### config.mk
export PLATFORM = sky130hd
export DESIGN_NAME = sfbf_top
export DESIGN_NICKNAME = d
export VERILOG_FILES = /design/src/sfbf_top.v /design/src/sfbf_baud.v /design/src/sfbf_irq.v
export VERILOG_INCLUDE_DIRS = /design/src
export SDC_FILE = /design/constraint.sdc
export NUM_CORES = 1
export LEC_CHECK = 0
export BUFFER_PORTS_ARGS = -buffer_cell sky130_fd_sc_hd__buf_2
export CAP_MARGIN = 20
export CELL_PAD_IN_SITES_DETAIL_PLACEMENT = 1
export CELL_PAD_IN_SITES_GLOBAL_PLACEMENT = 1
export CORE_MARGIN = 5
export CORE_UTILIZATION = 25
export CTS_CLUSTER_SIZE = 40
export DETAILED_ROUTE_END_ITERATION = 8
export GPL_TIMING_DRIVEN = 0
export PLACE_DENSITY_LB_ADDON = 0.05
export SKIP_CTS_REPAIR_TIMING = 1
export SLEW_MARGIN = 20
export SYNTH_ARGS = -nofsm -noshare
export SYNTH_HDL_FRONTEND = slang
export SYNTH_SLANG_ARGS = --single-unit
### constraint.sdc
create_clock -name pclk -period 5.25 [get_ports pclk]
set_input_delay 1.05 -clock pclk [delete_from_list [all_inputs] [get_ports pclk]]
set_output_delay 1.05 -clock pclk [all_outputs]
set_load 0.01 [all_outputs]
### src/sfbf_defines.vh
// Constants shared by the fractional baud divider and FIFO configuration block.
// Assumes a 32-bit APB register bus with byte addresses in the low eight bits.
`ifndef SFBF_DEFINES_VH
`define SFBF_DEFINES_VH

// ==========================================================================
// Register byte offsets
`define SFBF_OFF_BAUD 8'h00
`define SFBF_OFF_FRAC 8'h04
`define SFBF_OFF_FCNF 8'h08
`define SFBF_OFF_MODE 8'h0C
`define SFBF_OFF_STAT 8'h10
`define SFBF_OFF_ISTAT 8'h14
`define SFBF_OFF_ICLR 8'h18
`define SFBF_OFF_IEN 8'h1C

// ==========================================================================
// Baud control fields
`define SFBF_BAUD_N_MSB 3
`define SFBF_BAUD_N_LSB 0
`define SFBF_BAUD_FRAC_EN 6
`define SFBF_K_MSB 3
`define SFBF_K_LSB 0
`define SFBF_N_ZERO_DIV 5'h10
`define SFBF_FRAC_ONE 5'h10

// ==========================================================================
// FIFO configuration fields
`define SFBF_FCNF_CNFG 0
`define SFBF_FCNF_AUTO 1
`define SFBF_FCNF_RX_FIFO_IRQ_ENABLE 2
`define SFBF_FCNF_TX_FIFO_IRQ_ENABLE 3
`define SFBF_FCNF_RX_FIFO_USAGE_SELECT 4
`define SFBF_FCNF_RW_MSB 7
`define SFBF_FCNF_RESET 8'h00
`define SFBF_FCNF_FIXED 32'h0000_0600

// ==========================================================================
// Channel mode fields and duplex codes
`define SFBF_MODE_RXE 0
`define SFBF_MODE_TXE 1
`define SFBF_MODE_DPX_MSB 3
`define SFBF_MODE_DPX_LSB 2
`define SFBF_MODE_UART 4
`define SFBF_DPX_HALF_RX 2'b01
`define SFBF_DPX_HALF_TX 2'b10
`define SFBF_DPX_FULL 2'b11

// ==========================================================================
// FIFO depths in bytes
`define SFBF_DEPTH_HALF 3'h4
`define SFBF_DEPTH_FULL 3'h2
`define SFBF_DEPTH_NONE 3'h0

// ==========================================================================
// Status field positions and interrupt bits
`define SFBF_STAT_RXD_LSB 0
`define SFBF_STAT_RXU_LSB 4
`define SFBF_STAT_TXD_LSB 8
`define SFBF_IRQ_W 4
`define SFBF_IRQ_RX 0
`define SFBF_IRQ_TX 1
`define SFBF_IRQ_ADRX 2
`define SFBF_IRQ_ADTX 3

`endif

### src/sfbf_top.v
// Fractional baud divider and FIFO configuration logic of a serial channel, with APB registers.
// Assumes the shift engines and FIFO fill-level logic run on pclk and drive the event inputs.
//
// Summary of operation
// - The fraction register holds a four-bit K from 1 to 15, and zero is not a legal value; the code accepts zero, its reset value, and then divides by N + 1.
// - With fractional divide off or outside UART mode the generator divides by N, otherwise by N + (16 - K)/16 on average.
// - With the FIFO enabled, duplex mode sizes the FIFOs to 4 receive, 4 transmit, or 2 plus 2 bytes.
// - The receive usage select limits the receive FIFO to the full depth or the interrupt fill level.
// - The transmit FIFO always offers its full configured depth.
// - With the FIFO enabled, transmit interrupts pass only while their FIFO enable bit is set.
// - With the FIFO enabled, receive interrupts pass only while their FIFO enable bit is set.
// - Auto-disable in half-duplex receive clears the receive enable on the stop condition.
// - Auto-disable in half-duplex transmit clears the transmit enable when the FIFO runs empty.
// - Auto-disable in full duplex clears both enables when either condition occurs.
//
// Chosen here: the APB slave port and the register offsets.
`default_nettype none
`include "sfbf_defines.vh"

module sfbf_top (
    input wire pclk,
    input wire presetn,
    input wire pclk_en,
    input wire psel,
    input wire penable,
    input wire pwrite,
    input wire [7:0] paddr,
    input wire [31:0] pwdata,
    output wire [31:0] prdata,
    output wire pready,
    output wire pslverr,
    input wire prescale_tick,
    input wire rx_stop_event,
    input wire tx_fifo_empty,
    input wire rx_irq_req,
    input wire tx_irq_req,
    input wire [1:0] rx_fill_level,
    output wire baud_tick,
    output wire rx_enable,
    output wire tx_enable,
    output wire fifo_enable,
    output wire [2:0] rx_fifo_depth,
    output wire [2:0] tx_fifo_depth,
    output wire [2:0] rx_fifo_usable,
    output wire rx_irq,
    output wire tx_irq,
    output wire irq
);
    // ======================================================================
    // Helpers
    // Depth that one FIFO gets from the duplex code; used for both directions.
    function [2:0] fifo_depth;
        input [1:0] dpx;
        input is_rx;
        begin
            case (dpx)
                `SFBF_DPX_HALF_RX: fifo_depth = is_rx ? `SFBF_DEPTH_HALF : `SFBF_DEPTH_NONE;
                `SFBF_DPX_HALF_TX: fifo_depth = is_rx ? `SFBF_DEPTH_NONE : `SFBF_DEPTH_HALF;
                `SFBF_DPX_FULL: fifo_depth = `SFBF_DEPTH_FULL;
                default: fifo_depth = `SFBF_DEPTH_NONE;
            endcase
        end
    endfunction

    function addr_mapped;
        input [7:0] a;
        begin
            case (a)
                `SFBF_OFF_BAUD, `SFBF_OFF_FRAC, `SFBF_OFF_FCNF, `SFBF_OFF_MODE,
                `SFBF_OFF_STAT, `SFBF_OFF_ISTAT, `SFBF_OFF_ICLR, `SFBF_OFF_IEN: addr_mapped = 1'b1;
                default: addr_mapped = 1'b0;
            endcase
        end
    endfunction

    // ======================================================================
    // Declarations
    reg [3:0] n_q;
    reg frac_en_q;
    reg [3:0] k_q;
    reg [7:0] fcnf_q;
    reg rxe_q;
    reg txe_q;
    reg [1:0] dpx_q;
    reg uart_q;
    reg [`SFBF_IRQ_W-1:0] ien_q;
    reg [31:0] prdata_q;
    reg [31:0] rdata_d;
    reg tx_empty_q;
    reg rx_irq_q;
    reg tx_irq_q;
    reg [2:0] rxd_q;
    reg [2:0] txd_q;
    reg [2:0] rxu_q;
    reg rxe_d;
    reg txe_d;
    wire wr_en;
    wire setup;
    wire cnfg;
    wire auto_on;
    wire rx_cond;
    wire tx_cond;
    wire clr_rx;
    wire clr_tx;
    wire [2:0] rxd_d;
    wire [2:0] txd_d;
    wire [2:0] rxu_d;
    wire rx_irq_d;
    wire tx_irq_d;
    wire [`SFBF_IRQ_W-1:0] irq_events;
    wire [`SFBF_IRQ_W-1:0] irq_status;
    wire iclr_wr;

    // ======================================================================
    // APB handshake
    // Stalling the access while the clock enable is low keeps writes and state frozen together.
    assign pready = pclk_en;
    assign setup = psel && !penable;
    assign wr_en = psel && penable && pwrite && pclk_en && addr_mapped(paddr);
    assign pslverr = psel && penable && !addr_mapped(paddr);
    assign iclr_wr = wr_en && (paddr == `SFBF_OFF_ICLR);

    // ======================================================================
    // Configuration registers
    always @(posedge pclk or negedge presetn) begin
        if (!presetn) begin
            n_q <= 4'h0;
            frac_en_q <= 1'b0;
            k_q <= 4'h0;
            fcnf_q <= `SFBF_FCNF_RESET;
            dpx_q <= 2'b00;
            uart_q <= 1'b0;
            ien_q <= {`SFBF_IRQ_W{1'b0}};
        end else if (wr_en) begin
            case (paddr)
                `SFBF_OFF_BAUD: begin
                    n_q <= pwdata[`SFBF_BAUD_N_MSB:`SFBF_BAUD_N_LSB];
                    frac_en_q <= pwdata[`SFBF_BAUD_FRAC_EN];
                end
                `SFBF_OFF_FRAC: k_q <= pwdata[`SFBF_K_MSB:`SFBF_K_LSB];
                `SFBF_OFF_FCNF: fcnf_q <= pwdata[`SFBF_FCNF_RW_MSB:0];
                `SFBF_OFF_MODE: begin
                    dpx_q <= pwdata[`SFBF_MODE_DPX_MSB:`SFBF_MODE_DPX_LSB];
                    uart_q <= pwdata[`SFBF_MODE_UART];
                end
                `SFBF_OFF_IEN: ien_q <= pwdata[`SFBF_IRQ_W-1:0];
                default: ;
            endcase
        end
    end

    assign cnfg = fcnf_q[`SFBF_FCNF_CNFG];

    // ======================================================================
    // Auto-disable of the transmit and receive enables
    // Only the empty edge counts, so enabling transmit with an empty FIFO does not clear itself at once.
    assign auto_on = cnfg && fcnf_q[`SFBF_FCNF_AUTO];
    assign rx_cond = rx_stop_event;
    assign tx_cond = tx_fifo_empty && !tx_empty_q;
    assign clr_rx = auto_on && (((dpx_q == `SFBF_DPX_HALF_RX) && rx_cond) ||
                                ((dpx_q == `SFBF_DPX_FULL) && (rx_cond || tx_cond)));
    assign clr_tx = auto_on && (((dpx_q == `SFBF_DPX_HALF_TX) && tx_cond) ||
                                ((dpx_q == `SFBF_DPX_FULL) && (rx_cond || tx_cond)));

    always @* begin
        rxe_d = rxe_q;
        txe_d = txe_q;
        if (wr_en && (paddr == `SFBF_OFF_MODE)) begin
            rxe_d = pwdata[`SFBF_MODE_RXE];
            txe_d = pwdata[`SFBF_MODE_TXE];
        end
        // The hardware stop beats a software write in the same cycle.
        if (clr_rx) begin
            rxe_d = 1'b0;
        end
        if (clr_tx) begin
            txe_d = 1'b0;
        end
    end

    always @(posedge pclk or negedge presetn) begin
        if (!presetn) begin
            rxe_q <= 1'b0;
            txe_q <= 1'b0;
            tx_empty_q <= 1'b1;
        end else if (pclk_en) begin
            rxe_q <= rxe_d;
            txe_q <= txe_d;
            tx_empty_q <= tx_fifo_empty;
        end
    end

    // ======================================================================
    // FIFO sizing and interrupt gating
    // A usage limit of zero would leave no room, so code zero keeps the full depth.
    // The limit never exceeds the configured depth, so a missing receive FIFO stays at zero.
    assign rxd_d = cnfg ? fifo_depth(dpx_q, 1'b1) : `SFBF_DEPTH_NONE;
    assign txd_d = cnfg ? fifo_depth(dpx_q, 1'b0) : `SFBF_DEPTH_NONE;
    assign rxu_d = (fcnf_q[`SFBF_FCNF_RX_FIFO_USAGE_SELECT] && (rx_fill_level != 2'b00) && ({1'b0, rx_fill_level} < rxd_d)) ?
                   {1'b0, rx_fill_level} : rxd_d;
    assign rx_irq_d = rx_irq_req && (!cnfg || fcnf_q[`SFBF_FCNF_RX_FIFO_IRQ_ENABLE]);
    assign tx_irq_d = tx_irq_req && (!cnfg || fcnf_q[`SFBF_FCNF_TX_FIFO_IRQ_ENABLE]);

    always @(posedge pclk or negedge presetn) begin
        if (!presetn) begin
            rxd_q <= `SFBF_DEPTH_NONE;
            txd_q <= `SFBF_DEPTH_NONE;
            rxu_q <= `SFBF_DEPTH_NONE;
            rx_irq_q <= 1'b0;
            tx_irq_q <= 1'b0;
        end else if (pclk_en) begin
            rxd_q <= rxd_d;
            txd_q <= txd_d;
            rxu_q <= rxu_d;
            rx_irq_q <= rx_irq_d;
            tx_irq_q <= tx_irq_d;
        end
    end

    // ======================================================================
    // Read data
    always @* begin
        rdata_d = 32'h0000_0000;
        case (paddr)
            `SFBF_OFF_BAUD: begin
                rdata_d[`SFBF_BAUD_N_MSB:`SFBF_BAUD_N_LSB] = n_q;
                rdata_d[`SFBF_BAUD_FRAC_EN] = frac_en_q;
            end
            `SFBF_OFF_FRAC: rdata_d[`SFBF_K_MSB:`SFBF_K_LSB] = k_q;
            `SFBF_OFF_FCNF: rdata_d = `SFBF_FCNF_FIXED | {24'h00_0000, fcnf_q};
            `SFBF_OFF_MODE: begin
                rdata_d[`SFBF_MODE_RXE] = rxe_q;
                rdata_d[`SFBF_MODE_TXE] = txe_q;
                rdata_d[`SFBF_MODE_DPX_MSB:`SFBF_MODE_DPX_LSB] = dpx_q;
                rdata_d[`SFBF_MODE_UART] = uart_q;
            end
            `SFBF_OFF_STAT: begin
                rdata_d[`SFBF_STAT_RXD_LSB+2:`SFBF_STAT_RXD_LSB] = rxd_q;
                rdata_d[`SFBF_STAT_RXU_LSB+2:`SFBF_STAT_RXU_LSB] = rxu_q;
                rdata_d[`SFBF_STAT_TXD_LSB+2:`SFBF_STAT_TXD_LSB] = txd_q;
            end
            `SFBF_OFF_ISTAT: rdata_d[`SFBF_IRQ_W-1:0] = irq_status;
            `SFBF_OFF_IEN: rdata_d[`SFBF_IRQ_W-1:0] = ien_q;
            default: rdata_d = 32'h0000_0000;
        endcase
    end

    // Read data is captured in the setup cycle, so the access phase answers from a flip-flop.
    always @(posedge pclk or negedge presetn) begin
        if (!presetn) begin
            prdata_q <= 32'h0000_0000;
        end else if (pclk_en && setup) begin
            prdata_q <= pwrite ? 32'h0000_0000 : rdata_d;
        end
    end

    // ======================================================================
    // Baud generator
    // Fractional divide is held off outside UART mode even if software sets the bit.
    sfbf_baud u_baud (
        .pclk(pclk),
        .presetn(presetn),
        .ce(pclk_en),
        .prescale_tick(prescale_tick),
        .n_code(n_q),
        .k_code(k_q),
        .frac_en(frac_en_q && uart_q),
        .baud_tick(baud_tick)
    );

    // ======================================================================
    // Interrupts
    assign irq_events[`SFBF_IRQ_RX] = rx_irq_d;
    assign irq_events[`SFBF_IRQ_TX] = tx_irq_d;
    assign irq_events[`SFBF_IRQ_ADRX] = clr_rx && rxe_q;
    assign irq_events[`SFBF_IRQ_ADTX] = clr_tx && txe_q;

    sfbf_irq #(
        .W(`SFBF_IRQ_W)
    ) u_irq (
        .pclk(pclk),
        .presetn(presetn),
        .ce(pclk_en),
        .events(irq_events),
        .clr_wr(iclr_wr),
        .clr_data(pwdata[`SFBF_IRQ_W-1:0]),
        .enable(ien_q),
        .status(irq_status),
        .irq(irq)
    );

    // ======================================================================
    // Outputs
    assign prdata = prdata_q;
    assign rx_enable = rxe_q;
    assign tx_enable = txe_q;
    assign fifo_enable = cnfg;
    assign rx_fifo_depth = rxd_q;
    assign tx_fifo_depth = txd_q;
    assign rx_fifo_usable = rxu_q;
    assign rx_irq = rx_irq_q;
    assign tx_irq = tx_irq_q;
endmodule // sfbf_top
`default_nettype wire

### src/sfbf_baud.v
// Baud generator: divides prescaler ticks by N, or by N + (16 - K)/16.
// Assumes prescale_tick is a one-cycle pulse from logic on the same clock.
`default_nettype none
`include "sfbf_defines.vh"

module sfbf_baud (
    input wire pclk,
    input wire presetn,
    input wire ce,
    input wire prescale_tick,
    input wire [3:0] n_code,
    input wire [3:0] k_code,
    input wire frac_en,
    output wire baud_tick
);
    reg [4:0] cnt_q;
    reg [3:0] acc_q;
    reg stretch_q;
    reg tick_q;
    wire [4:0] n_eff;
    wire [4:0] period;
    wire [4:0] frac_add;
    wire [4:0] acc_sum;
    wire wrap;

    // ======================================================================
    // Period selection
    // Code zero divides by sixteen.
    assign n_eff = (n_code == 4'h0) ? `SFBF_N_ZERO_DIV : {1'b0, n_code};
    // Each period adds 16 - K; a carry stretches the next period by one tick.
    assign frac_add = `SFBF_FRAC_ONE - {1'b0, k_code};
    assign acc_sum = {1'b0, acc_q} + frac_add;
    assign period = n_eff + {4'h0, stretch_q};
    // A shorter N written mid-period must not let the counter run past the new end.
    assign wrap = (cnt_q >= (period - 5'h01));

    // ======================================================================
    // Counter
    always @(posedge pclk or negedge presetn) begin
        if (!presetn) begin
            cnt_q <= 5'h00;
            acc_q <= 4'h0;
            stretch_q <= 1'b0;
            tick_q <= 1'b0;
        end else if (ce) begin
            tick_q <= 1'b0;
            if (prescale_tick) begin
                if (wrap) begin
                    cnt_q <= 5'h00;
                    tick_q <= 1'b1;
                    if (frac_en) begin
                        acc_q <= acc_sum[3:0];
                        stretch_q <= acc_sum[4];
                    end else begin
                        acc_q <= 4'h0;
                        stretch_q <= 1'b0;
                    end
                end else begin
                    cnt_q <= cnt_q + 5'h01;
                end
            end
        end
    end

    assign baud_tick = tick_q;
endmodule // sfbf_baud
`default_nettype wire

### src/sfbf_irq.v
// Sticky interrupt status with write-one-to-clear and an enable mask.
// Assumes events are one-cycle pulses on the same clock.
`default_nettype none

module sfbf_irq #(
    parameter W = 4
) (
    input wire pclk,
    input wire presetn,
    input wire ce,
    input wire [W-1:0] events,
    input wire clr_wr,
    input wire [W-1:0] clr_data,
    input wire [W-1:0] enable,
    output wire [W-1:0] status,
    output wire irq
);
    reg [W-1:0] status_q;
    genvar i;

    // ======================================================================
    // Status bits
    // A new event wins over a clear in the same cycle so it is never lost.
    generate
        for (i = 0; i < W; i = i + 1) begin : g_bit
            always @(posedge pclk or negedge presetn) begin
                if (!presetn) begin
                    status_q[i] <= 1'b0;
                end else if (ce) begin
                    if (events[i]) begin
                        status_q[i] <= 1'b1;
                    end else if (clr_wr && clr_data[i]) begin
                        status_q[i] <= 1'b0;
                    end
                end
            end
        end
    endgenerate

    assign status = status_q;
    assign irq = |(status_q & enable);
endmodule // sfbf_irq
`default_nettype wire

==> metrics.cfg <==
[run_status]
status = finished, final reports clean

[synthesis]
yosys_warnings = 0
synth_cells = 350
synth_edf_count = 0
yosysUniqueCellTypes = 50
synth_top_cell_by_area = dfrtp_1
syn_area_per_cell_sq_um = 9.974
synth-seq-cells = 60
ys_seq_area_share_pct = 43.05
synth_top_cells_by_count = dfrtp_1, nand2_1, mux2_2
synth.most_common_cell = dfrtp_1
synth-simple-area-share_pct = 16.09
synth_compound_area_share_pct = 14.27
async_flop_share_pct = 100.0
synth_top_family_by_area = simple AND/OR/NAND/NOR gates
synth_area_sq_um = 3491
synthMuxAreaShare_pct = 10.54
synth_area_leaders = dfrtp_1, mux2_2, buf_4
synth_top_area_share_pct = 42.29
synth_fa_ha_area_share_pct = 4.875
synth_ff_type = dfrtp_1
post_synth_xor_area_fraction_pct = 1.004

[power_and_ir_drop]
pwr_density_cell_nw_per_um2 = 303.5
peakVddDrop_uv = 130.6
leakagePower_nw = 2.192

[grt]
grt_use_total_pct = 13.52
antenna_found_initial = 0
grt_pass1_wl_um = 16590
grt_pass1_vias = 2895
grt-ovfl-total = 0
grt_start_max_net_pins = 39

[worst_setup_path]
cp.required_ns = 4.20
cp-start-kind = input port
cp.arrival_ns = 2.15
path_class = input port to primary output
endpoint_kind = primary output
crit_fanout = 10

[final_layout]
fin_cells = 622
fin_area_sq_um = 4422
fillers = 1627
diodes = 0
drive_gt1_share_pct = 32.35
fin_nets = 503
area_growth_pct = 26.67

[floorplanning]
die_area_sq_um = 16430
die_h_um = 128.2
initial_core_util_pct = 25.35
pin_count = 103
fp.dieW_um = 128.2
core_area_sq_um = 13770
num_rows = 43

[timing]
worstMarginPinSlew_ns = 0.6835
relSlewSlack_pct = 54.44
finalWorstPathRequiredPeriod_ns = 3.200
hold_viol = 0
final_max_slew_viol_count = 0
fin_crit_sh_pct = 60.95
clock_skew_ns = 0.004159
rsz0062_at_grt = false
tns_ns = 0
setup_viol = 0
max_freq_mhz = 312.5

[detailed_routing]
viasPerCell = 4.537
drt_iter0_drc = 81
routedWlPerCell_um = 17.35
drc = 0
vias = 2822
routed_wl_um = 10790
drtPass1Iterations = 4
ant_nets = 0

[place]
dp_hpwl_um = 8199
port_buffers = 52
dp_cells = 606
gp_congestion = 0.8157
place_area_sq_um = 4085

[flow_run]
maxCapViolCount = 0

[clocking]
clk_pin_slew_ns = 0.05
root_buffer = clkbuf_16
htree_levels = 3
cts_sinks = 60
cts_tree = done
cts_max_path_buffers = 2
numCtsBuffers = 9
worstSkewPairLatency_ns = 0.34

[worst_hold_path]
min_path_type = flip-flop to flip-flop

kinds of logic (layout without fill, tap and decap cells):
| family | count (synthesis) | after routing |
|---|---|---|
| AOI/OAI and AO/OA | 76 | 76 |
| xor gates and xnor gates | 4 | 4 |
| adders and majority gates | 13 | 13 |
| buffers and inverters | 63 | 132 |
| DFF | 60 | 60 |
| muxes | 33 | 33 |
| other | 1 | 24 |
| and+or+nand+nor | 100 | 100 |
through the flow:
| step | setup slack [ns] | power [mW] | utilization [%] | hold slack [ns] |
|---|---|---|---|---|
| after floorplan | 2.479 | 0.6166 | - | 0.4620 |
| after global placement | 2.016 | 0.6778 | 29.50 | 0.4584 |
| after detailed placement | 1.993 | 0.6852 | 29.66 | 0.4651 |
| after CTS | 1.992 | 1.366 | 32.10 | 0.4773 |
| after global routing | 1.913 | 1.408 | 32.10 | 0.4957 |
| final | 2.050 | 1.342 | 32.10 | 0.4713 |
critical path, stage by stage:
cell	delay, ns
buf_2	0.10
nor3_1	0.28
buf_4	0.25
nand2_1	0.13
and3_1	0.21
buf_2	0.13
sequential cells by signal (all words and copies together), names as in the netlist, 2 cells and up:
signal,count
rx_fifo_usable,3
u_baud.cnt_q,5
k_q,4
prdata,10
u_baud.acc_q,4
fcnf_q,8
dpx_q,2
u_irq.status,4
rx_fifo_depth,2
ien_q,4
n_q,4
area by class of cell:
type	count	area (sq um)	share of cell area [%]
Inverter	23	86.33	1.952
Clock inverter	5	83.83	1.896
Clock buffer	11	252.7	5.716
Multi-Input combinational cell	250	1723	38.96
Sequential cell	60	1503	33.98
Tap cell	180	225.2	5.093
Timing Repair Buffer	53	282.8	6.395
Buffer	40	265.3	5.999
cell usage in the layout (no fill, tap or decap), types with 8 or more instances in the layout:
cell type / synthesis / final
nand2_1: 37 / 37
clkbuf_16: 0 / 9
a32o_1: 8 / 8
inv_1: 23 / 23
ha_1: 12 / 12
o21ai_0: 23 / 23
dfrtp_1: 59 / 59
nor3_1: 8 / 8
nor2_1: 11 / 11
conb_1: 1 / 24
buf_4: 29 / 30
nand3_1: 12 / 12
a21oi_1: 13 / 13
buf_2: 5 / 56
mux2_2: 30 / 30
routing by layer:
layer / part of all wire [%] / global-route usage (%) / up-vias
met4: 2.2 / 5.680 / 0
met5: 0 / 0 / -
met2: 43 / 19.93 / 72
met1: 49 / 18.95 / 1353
met3: 5.2 / 3.125 / 15
li1: - / - / 1382
final timing paths:
check	slack, ns	cells after the start	to	from
min reg2reg	0.47	1	prdata[1]$_DFFE_PN0P_	prdata[1]$_DFFE_PN0P_
max reg2reg	2.32	10	u_baud.acc_q[0]$_DFFE_PN0P_	n_q[0]$_DFFE_PN0P_
max in group asynchronous	4.05	2	tx_empty_q$_DFFE_PN1P_	presetn
min in group asynchronous	0.62	1	u_baud.acc_q[3]$_DFFE_PN0P_	presetn
max	2.05	6	pslverr	paddr[5]
min	0.47	1	prdata[1]$_DFFE_PN0P_	prdata[1]$_DFFE_PN0P_
power breakdown:
group / total [mW] / internal, mW / switching, mW
clock network: 0.668 / 0.442 / 0.226
registers: 0.511 / 0.486 / 0.0254
logic: 0.163 / 0.0659 / 0.0969
total: 1.34 / 0.994 / 0.349
Note: power is estimated with default switching activity, not from simulation.
